File: config.mk
export PLATFORM = sky130hd
export DESIGN_NAME = rtc_alarm_stopwatch
export DESIGN_NICKNAME = d
export VERILOG_FILES = /design/src/rtl/rtc_pkg.sv /design/src/rtl/rtc_alarm_stopwatch.sv
export VERILOG_INCLUDE_DIRS = /design/src /design/src/rtl
export SDC_FILE = /design/constraint.sdc
export NUM_CORES = 1
export LEC_CHECK = 0
export BUFFER_PORTS_ARGS = -buffer_cell sky130_fd_sc_hd__buf_2
export CORE_UTILIZATION = 45
export CTS_BUF_LIST = sky130_fd_sc_hd__clkbuf_8
export DETAILED_ROUTE_END_ITERATION = 8
export GPL_ROUTABILITY_DRIVEN = 1
export PLACE_DENSITY_LB_ADDON = 0.3
export SYNTH_ARGS = -nofsm -noshare
export SYNTH_HDL_FRONTEND = slang
export SYNTH_SLANG_ARGS = --single-unit
File: constraint.sdc
create_clock -name clk_i -period 3.98 [get_ports clk_i]
set_input_delay 0.398 -clock clk_i [delete_from_list [all_inputs] [get_ports clk_i]]
set_output_delay 0.398 -clock clk_i [all_outputs]
set_load 0.005 [all_outputs]
File: src/rtl/rtc_cfg.svh
`ifndef RTC_CFG_SVH
`define RTC_CFG_SVH

// Register byte offsets
`define RTC_OFF_CTRL    5'h00
`define RTC_OFF_TIME    5'h04
`define RTC_OFF_ALARM0  5'h08
`define RTC_OFF_ALARM1  5'h0c
`define RTC_OFF_SWATCH  5'h10
`define RTC_OFF_STATUS  5'h14
`define RTC_OFF_WAKE    5'h18

// Event bit positions, shared by CTRL, STATUS and WAKE
`define RTC_EV_SEC      0
`define RTC_EV_MIN      1
`define RTC_EV_DAY      2
`define RTC_EV_AL0      3
`define RTC_EV_AL1      4
`define RTC_EV_SW       5
`define RTC_EV_N        6

// Time word field positions
`define RTC_F_SEC       0
`define RTC_F_MIN       8
`define RTC_F_HOUR      16
`define RTC_F_DAY       24

// Wrap limits
`define RTC_SEC_LAST    6'h3b
`define RTC_MIN_LAST    6'h3b
`define RTC_HOUR_LAST   5'h17

// Reset values
`define RTC_CTRL_RST    6'h00
`define RTC_WAKE_RST    6'h00
`define RTC_ALARM_RST   32'h0000_0000

// Timing
`define RTC_XTAL_HZ     32768
`define RTC_SW_W        16

`endif

File: src/rtl/rtc_pkg.sv
`default_nettype none

package rtc_pkg;
  typedef logic [5:0] rtc_sec_t;
  typedef logic [5:0] rtc_min_t;
  typedef logic [4:0] rtc_hour_t;
  typedef logic [7:0] rtc_day_t;
  typedef logic [5:0] rtc_ev_t;
endpackage

`default_nettype wire

File: src/rtl/rtc_alarm_stopwatch.sv
// Notes on behaviour
// - Time base is the external 32.768 kHz crystal; never gated by low power.
// - Prescaler divides crystal edges down to a one-per-second tick.
// - Seconds and minutes counters are six bits wide.
// - Hours counter is five bits, day counter eight bits.
// - Enabled alarm flags an interrupt when counters equal the alarm value.
// - Alarm 0 matches time of day; alarm 1 matches day plus time.
// - Stopwatch loads a programmed value and counts down once per minute.
// - Enabled stopwatch flags an interrupt on countdown underflow.
// - Second, minute and day tick interrupts are separately enabled.
// - Any clock interrupt can drive the wakeup output.
// - A per-source wakeup enable decides which interrupts wake the processor.
`include "rtc_cfg.svh"
`default_nettype none

module rtc_alarm_stopwatch #(
  parameter int PRESCALE_DIV = `RTC_XTAL_HZ,
  parameter int SW_W         = `RTC_SW_W
) (
  // Clock and reset
  input  wire  logic        clk_i,
  input  wire  logic        rst_i,
  // Crystal pin, asynchronous
  input  wire  logic        xtal_i,
  // Wishbone classic slave
  input  wire  logic        wb_cyc_i,
  input  wire  logic        wb_stb_i,
  input  wire  logic        wb_we_i,
  input  wire  logic [4:0]  wb_adr_i,
  input  wire  logic [3:0]  wb_sel_i,
  input  wire  logic [31:0] wb_dat_i,
  output var   logic [31:0] wb_dat_o,
  output var   logic        wb_ack_o,
  // Interrupt and wakeup
  output var   logic        irq_o,
  output var   logic        wake_o
);

  localparam int PW = $clog2(PRESCALE_DIV);
  localparam logic [PW-1:0] PRES_LAST = PW'(PRESCALE_DIV - 1);
  localparam logic [SW_W-1:0] SW_ZERO = '0;

  function automatic logic [31:0] pack_time(input rtc_pkg::rtc_sec_t  s,
                                            input rtc_pkg::rtc_min_t  m,
                                            input rtc_pkg::rtc_hour_t h,
                                            input rtc_pkg::rtc_day_t  d);
    logic [31:0] w;
    w = '0;
    w[`RTC_F_SEC  +: 6] = s;
    w[`RTC_F_MIN  +: 6] = m;
    w[`RTC_F_HOUR +: 5] = h;
    w[`RTC_F_DAY  +: 8] = d;
    return w;
  endfunction

  // One-hot register select, shared by the write strobes and the read mux
  function automatic logic [6:0] reg_hit(input logic [4:0] adr);
    logic [6:0] hit;
    hit = 7'h00;
    unique case (adr)
      `RTC_OFF_CTRL:   hit[0] = 1'b1;
      `RTC_OFF_TIME:   hit[1] = 1'b1;
      `RTC_OFF_ALARM0: hit[2] = 1'b1;
      `RTC_OFF_ALARM1: hit[3] = 1'b1;
      `RTC_OFF_SWATCH: hit[4] = 1'b1;
      `RTC_OFF_STATUS: hit[5] = 1'b1;
      `RTC_OFF_WAKE:   hit[6] = 1'b1;
      default:         hit = 7'h00;
    endcase
    return hit;
  endfunction

  // Crystal synchroniser and edge detect
  logic xtal_meta;
  logic xtal_sync;
  logic xtal_prev;

  always_ff @(posedge clk_i) begin
    if (rst_i) begin
      xtal_meta <= 1'b0;
      xtal_sync <= 1'b0;
      xtal_prev <= 1'b0;
    end else begin
      xtal_meta <= xtal_i;
      xtal_sync <= xtal_meta;
      xtal_prev <= xtal_sync;
    end
  end

  // State
  logic [PW-1:0]        pres;
  rtc_pkg::rtc_sec_t    sec;
  rtc_pkg::rtc_min_t    min;
  rtc_pkg::rtc_hour_t   hour;
  rtc_pkg::rtc_day_t    day;
  logic [31:0]          alarm0;
  logic [31:0]          alarm1;
  logic [SW_W-1:0]      swatch;
  rtc_pkg::rtc_ev_t     ctrl;
  rtc_pkg::rtc_ev_t     status;
  rtc_pkg::rtc_ev_t     wake_en;

  logic [PW-1:0]        next_pres;
  rtc_pkg::rtc_sec_t    next_sec;
  rtc_pkg::rtc_min_t    next_min;
  rtc_pkg::rtc_hour_t   next_hour;
  rtc_pkg::rtc_day_t    next_day;
  logic [31:0]          next_alarm0;
  logic [31:0]          next_alarm1;
  logic [SW_W-1:0]      next_swatch;
  rtc_pkg::rtc_ev_t     next_ctrl;
  rtc_pkg::rtc_ev_t     next_status;
  rtc_pkg::rtc_ev_t     next_wake_en;
  logic [31:0]          next_dat;
  logic                 next_ack;
  logic                 next_irq;
  logic                 next_wake;

  logic                 xtal_tick;
  logic                 sec_tick;
  logic                 min_carry;
  logic                 hour_carry;
  logic                 day_carry;
  logic                 wr;
  rtc_pkg::rtc_ev_t     raw_ev;
  rtc_pkg::rtc_ev_t     clr;
  logic [31:0]          now_word;
  logic [6:0]           hit;
  logic                 wr_ctrl;
  logic [3:0]           wr_time;
  logic                 wr_al0;
  logic                 wr_al1;
  logic                 wr_sw;
  logic                 wr_wake;

  // Bus decode: a write lands on the edge where ack is seen high
  always_comb begin
    hit     = reg_hit(wb_adr_i);
    wr      = wb_cyc_i && wb_stb_i && wb_ack_o && wb_we_i;
    wr_ctrl = wr && hit[0] && wb_sel_i[0];
    wr_time = (wr && hit[1]) ? wb_sel_i : 4'h0;
    wr_al0  = wr && hit[2];
    wr_al1  = wr && hit[3];
    wr_sw   = wr && hit[4];
    clr     = (wr && hit[5] && wb_sel_i[0]) ? wb_dat_i[5:0] : 6'h00;
    wr_wake = wr && hit[6] && wb_sel_i[0];
  end

  // Timekeeping group
  always_comb begin
    // Crystal edge counts in the fast domain, so the 10 MHz clock must stay up
    xtal_tick  = xtal_sync & ~xtal_prev;
    sec_tick   = xtal_tick && (pres == PRES_LAST);
    min_carry  = sec_tick && (sec == `RTC_SEC_LAST);
    hour_carry = min_carry && (min == `RTC_MIN_LAST);
    day_carry  = hour_carry && (hour == `RTC_HOUR_LAST);

    next_pres = pres;
    if (xtal_tick) begin
      next_pres = sec_tick ? '0 : pres + PW'(1);
    end

    next_sec  = sec;
    next_min  = min;
    next_hour = hour;
    next_day  = day;
    if (sec_tick) begin
      next_sec = min_carry ? 6'h00 : sec + 6'h01;
    end
    if (min_carry) begin
      next_min = hour_carry ? 6'h00 : min + 6'h01;
    end
    if (hour_carry) begin
      next_hour = day_carry ? 5'h00 : hour + 5'h01;
    end
    if (day_carry) begin
      next_day = day + 8'h01;
    end

    // Software write wins; setting seconds restarts the prescaler for a full second
    if (wr_time[0]) begin
      next_sec  = wb_dat_i[`RTC_F_SEC +: 6];
      next_pres = '0;
    end
    if (wr_time[1]) begin
      next_min = wb_dat_i[`RTC_F_MIN +: 6];
    end
    if (wr_time[2]) begin
      next_hour = wb_dat_i[`RTC_F_HOUR +: 5];
    end
    if (wr_time[3]) begin
      next_day = wb_dat_i[`RTC_F_DAY +: 8];
    end
  end

  always_ff @(posedge clk_i) begin
    if (rst_i) begin
      pres <= '0;
      sec  <= '0;
      min  <= '0;
      hour <= '0;
      day  <= '0;
    end else begin
      pres <= next_pres;
      sec  <= next_sec;
      min  <= next_min;
      hour <= next_hour;
      day  <= next_day;
    end
  end

  // Configuration group: alarms, stopwatch, enables
  always_comb begin
    next_swatch  = swatch;
    next_ctrl    = ctrl;
    next_alarm0  = alarm0;
    next_alarm1  = alarm1;
    next_wake_en = wake_en;
    if (min_carry && ctrl[`RTC_EV_SW]) begin
      if (swatch == SW_ZERO) begin
        next_ctrl[`RTC_EV_SW] = 1'b0;
      end else begin
        next_swatch = swatch - SW_W'(1);
      end
    end
    if (wr_ctrl) begin
      next_ctrl = wb_dat_i[5:0];
    end
    if (wr_al0) begin
      next_alarm0 = pack_time(wb_dat_i[`RTC_F_SEC +: 6], wb_dat_i[`RTC_F_MIN +: 6],
                              wb_dat_i[`RTC_F_HOUR +: 5], 8'h00);
    end
    if (wr_al1) begin
      next_alarm1 = pack_time(wb_dat_i[`RTC_F_SEC +: 6], wb_dat_i[`RTC_F_MIN +: 6],
                              wb_dat_i[`RTC_F_HOUR +: 5], wb_dat_i[`RTC_F_DAY +: 8]);
    end
    if (wr_sw) begin
      next_swatch = wb_dat_i[SW_W-1:0];
    end
    if (wr_wake) begin
      next_wake_en = wb_dat_i[5:0];
    end
  end

  always_ff @(posedge clk_i) begin
    if (rst_i) begin
      alarm0  <= `RTC_ALARM_RST;
      alarm1  <= `RTC_ALARM_RST;
      swatch  <= '0;
      ctrl    <= `RTC_CTRL_RST;
      wake_en <= `RTC_WAKE_RST;
    end else begin
      alarm0  <= next_alarm0;
      alarm1  <= next_alarm1;
      swatch  <= next_swatch;
      ctrl    <= next_ctrl;
      wake_en <= next_wake_en;
    end
  end

  // Event group
  always_comb begin
    // Alarms compare against the value the counters take on this tick
    now_word = pack_time(next_sec, next_min, next_hour, next_day);
    raw_ev = '0;
    raw_ev[`RTC_EV_SEC] = sec_tick;
    raw_ev[`RTC_EV_MIN] = min_carry;
    raw_ev[`RTC_EV_DAY] = day_carry;
    raw_ev[`RTC_EV_AL0] = sec_tick && (now_word[23:0] == alarm0[23:0]);
    raw_ev[`RTC_EV_AL1] = sec_tick && (now_word == alarm1);
    raw_ev[`RTC_EV_SW]  = min_carry && ctrl[`RTC_EV_SW] && (swatch == SW_ZERO);
    // Set wins over a clear in the same cycle
    next_status = (status & ~clr) | (raw_ev & ctrl);
    next_irq    = |next_status;
    next_wake   = |(next_status & next_wake_en);
  end

  always_ff @(posedge clk_i) begin
    if (rst_i) begin
      status <= '0;
      irq_o  <= 1'b0;
      wake_o <= 1'b0;
    end else begin
      status <= next_status;
      irq_o  <= next_irq;
      wake_o <= next_wake;
    end
  end

  // Bus reply group: registered ack, one wait state, then drop for a cycle
  always_comb begin
    next_ack = wb_cyc_i && wb_stb_i && !wb_ack_o;
    next_dat = '0;
    if (next_ack && !wb_we_i) begin
      if (hit[0]) begin
        next_dat = {26'h0, ctrl};
      end else if (hit[1]) begin
        next_dat = pack_time(sec, min, hour, day);
      end else if (hit[2]) begin
        next_dat = alarm0;
      end else if (hit[3]) begin
        next_dat = alarm1;
      end else if (hit[4]) begin
        next_dat = 32'(swatch);
      end else if (hit[5]) begin
        next_dat = {26'h0, status};
      end else if (hit[6]) begin
        next_dat = {26'h0, wake_en};
      end
    end
  end

  always_ff @(posedge clk_i) begin
    if (rst_i) begin
      wb_dat_o <= '0;
      wb_ack_o <= 1'b0;
    end else begin
      wb_dat_o <= next_dat;
      wb_ack_o <= next_ack;
    end
  end

endmodule // rtc_alarm_stopwatch

`default_nettype wire

==> metrics.txt <==
DIE WIDTH=approximately 140 um; First DRT Iteration DRCs=approximately 960; Initial Util=between 40% and 50%; CTS clock-pin slew for the worst setup and hold paths=0.09 ns; port bufs=75; DRC violation count after routing=8; adder and majority gate portion of the synthesized area=less than 1%; first-pass GRT wire length=about 42 mm; failing checks=design-rule violations; drt pass-1 iters=8; number of global-route vias before repair=about 7700; combined area of the multi-input logic cells=about 0.005 mm^2; RR Startpoint=pres[0]$_SDFFE_PP0P_; CP max FO=17; Synth Area in XOR/XNOR=between 8 and 9%; register area=a little over 0.003 mm^2; clk sinks=about 150; root buffer cell=clkbuf_8; core area=between 0.015 and 0.02 mm^2; Synth top area share=about 36%; compound-gate portion of the synthesized area=18.3%; fill cell count=around 1800; Critical Path RT=approximately 4.4 ns; CTS resizes=0; Mapped Cells=around 1000; routability congestion estimate=1.04; cell taking the most area after synthesis=dfxtp_1; top post-synthesis cells by count=dfxtp_1 (151), nor2_1 (121), nand2_1 (110), a21oi_1 (68), clkbuf_1 (66); setup_tns=0 ns; Post-synth top flop=dfxtp_1; antenna violations before repair=0; Yosys cell types=74; Simple-Gate Fraction of Synth Area=between 20% and 30%; WP data arrival=about 4.1 ns; FFs w/ async S/R, synth=0%; Area Growth Syn to Fin=12.3%; vias per cell=between 6 and 7; status=finished with violations; IO Pins=between 80 and 90; CP startpoint=pres[0]$_SDFFE_PP0P_; CTS max path bufs=2; HP Start=xtal_i; Peak VDD IR=roughly 0.19 mV; endpoints failing hold=0; RSZ-0062 raised after global routing=no; Slew @ Worst Pin=around 1 ns; most common cell in the netlist=dfxtp_1; post-CTS setup repair buffer count=0; Synth Register Bits=between 150 and 200; area of the die=between 0.015 and 0.02 mm^2; final critical-path share of the clock period=between 90% and 100%; TritonCTS clock tree=yes; number of buffers created by CTS=17; routed length per instance=about 20 um; largest family of logic cells by synthesized area=simple AND/OR/NAND/NOR gates; clock insertion delay at the later pin of the skew report=0.48 ns; sequential share of the synthesized area=a little over a third; hold buffer count at cts=0; nets=roughly 1200; share of cells above drive strength 1=15.1%; GR Overflow Total=0; design area=roughly 0.0094 mm^2; crit path kind=register to register; placed cell area=0.00903 mm^2; fmax=about 270 MHz; Slew HR=between 30% and 40%; ANT cells=0; Hold Path Stages=2; largest net degree at the start of global routing=57; multiplexer share of the synthesized area=roughly 4.5%; Final min period=~3.7 ns; synthesized cell area=roughly 0.0084 mm^2; Die Y=138 um; leakage power figure=approximately 3.6 nW; post-route ant nets=0; H-Tree Depth=4; ranking of synthesized cells by area=dfxtp_1 (36%), nor2_1 (5.4%), nand2_1 (4.9%); Fin Hold WS=~0.14 ns; post-route clock skew=roughly 0.018 ns; hold crit path type=input port to register; Slew Limit Fails=0; final setup fails=0; Total Routing Usage GR=between 20 and 30%; DP HPWL=19.6 mm; Yosys warnings=0; Avg Cell Area, Syn=roughly 8 um^2; Reg2Reg Depth=10; Max Cap Violations=0; Worst setup SP type=register; Worst setup EP type=register; total vias in the final route=roughly 8300; FP Rows=49; EDFF count, synth=0; power per cell area=between 200 and 300 mW/mm^2; drt total wl=~27 mm
==> cell usage in the layout, fill, tap and decap left out, drive strengths merged, types with 4 or more instances in the layout <==
cell type	n
a211oi	35
a21oi	68
a221oi	8
a222oi	8
a22oi	16
a31oi	19
a41oi	5
and3	15
buf	112
clkbuf	17
clkinv	5
dfxtp	151
ha	6
inv	21
mux2	5
mux2i	32
nand2	110
nand2b	11
nand3	38
nand3b	7
nand4	29
nand4b	6
nor2	122
nor2b	19
nor3	42
nor3b	4
nor4	23
o2111ai	5
o21ai	19
o22ai	4
or3	9
or4	6
xnor2	43
xor2	37
==> flip-flops by register name (all words and copies together), names as in the netlist <==
| name | flops |
|---|---|
| status | 6 |
| wb_ack_o | 1 |
| hour | 5 |
| alarm1 | 25 |
| wake_en | 6 |
| xtal_prev | 1 |
| alarm0 | 17 |
| xtal_meta | 1 |
| swatch | 16 |
| xtal_sync | 1 |
| day | 8 |
| pres | 15 |
| wake_o | 1 |
| ctrl | 6 |
| wb_dat_o | 29 |
| min | 6 |
| irq_o | 1 |
| sec | 6 |
==> layer usage <==
layer  share of wire [%]  global-route usage [%]  vias to the layer above
met5                   0                       0                        -
met4                 2.9                    11.9                        0
met3                 7.8                    6.13                       50
met2                  45                    44.2                      370
met1                  44                    37.7                     3985
li1                    -                       -                     3899
==> final timing paths <==
kind                          end  slack (ns)
max              irq_o$_SDFF_PP0_        0.30
min          xtal_meta$_SDFF_PP0_        0.14
max reg2reg      irq_o$_SDFF_PP0_        0.30
min reg2reg  xtal_sync$_SDFF_PP0_        0.44
==> worst max-delay path, cell delays in order, from the launching register on <==
cell and delay (ns):
dfxtp_1 0.39, ha_1 0.23, nand4b_1 0.23, or4_4 0.71, o21ai_0 0.44, mux2_4 0.34
nor4_2 0.26, nand4_1 0.12, nor4_2 0.50, a21oi_1 0.20, a31oi_1 0.19
==> area by class of cell <==
cell class              count  share of cell area (%)
clock inverters            15                    1.53
flip-flops and latches    151                    32.1
inverters                  15                   0.598
repair buffers            112                    6.97
well taps                 229                    3.05
clock buffers              17                    2.49
multi-input cells         805                    53.2
==> metrics by stage <==
stage / total power [mW] / std cells / util, % / setup slack (ns)
2_1_floorplan: 1.62 / 1048 / - / 1.11
3_3_place_gp: 1.68 / 1312 / 49.9 / 0.477
3_5_place_dp: 1.68 / 1312 / 49.9 / 0.417
4_1_cts: 2.82 / 1344 / 52.0 / 0.350
5_1_grt: 2.90 / 1344 / 52.0 / 0.123
6_report: 2.81 / 1344 / 52.0 / 0.300
==> power breakdown <==
part / leakage [nW] / switching, mW / total, mW / internal, mW
clock: 0.186 / 0.658 / 1.16 / 0.507
combinational: 2.17 / 0.0921 / 0.132 / 0.0399
sequential: 1.22 / 0.00255 / 1.51 / 1.51
total: 3.57 / 0.752 / 2.81 / 2.06
==> cell families after synthesis <==
kind of cell	count (synthesis)
buffers and inverters	92
other	1
multiplexers	37
XOR/XNOR	81
adder cells (fa/ha/maj)	6
AND/OR/NAND/NOR	454
AO/OA/AOI/OAI	224
flip-flops	151
No activity file was read; power rests on OpenSTA's default activity.
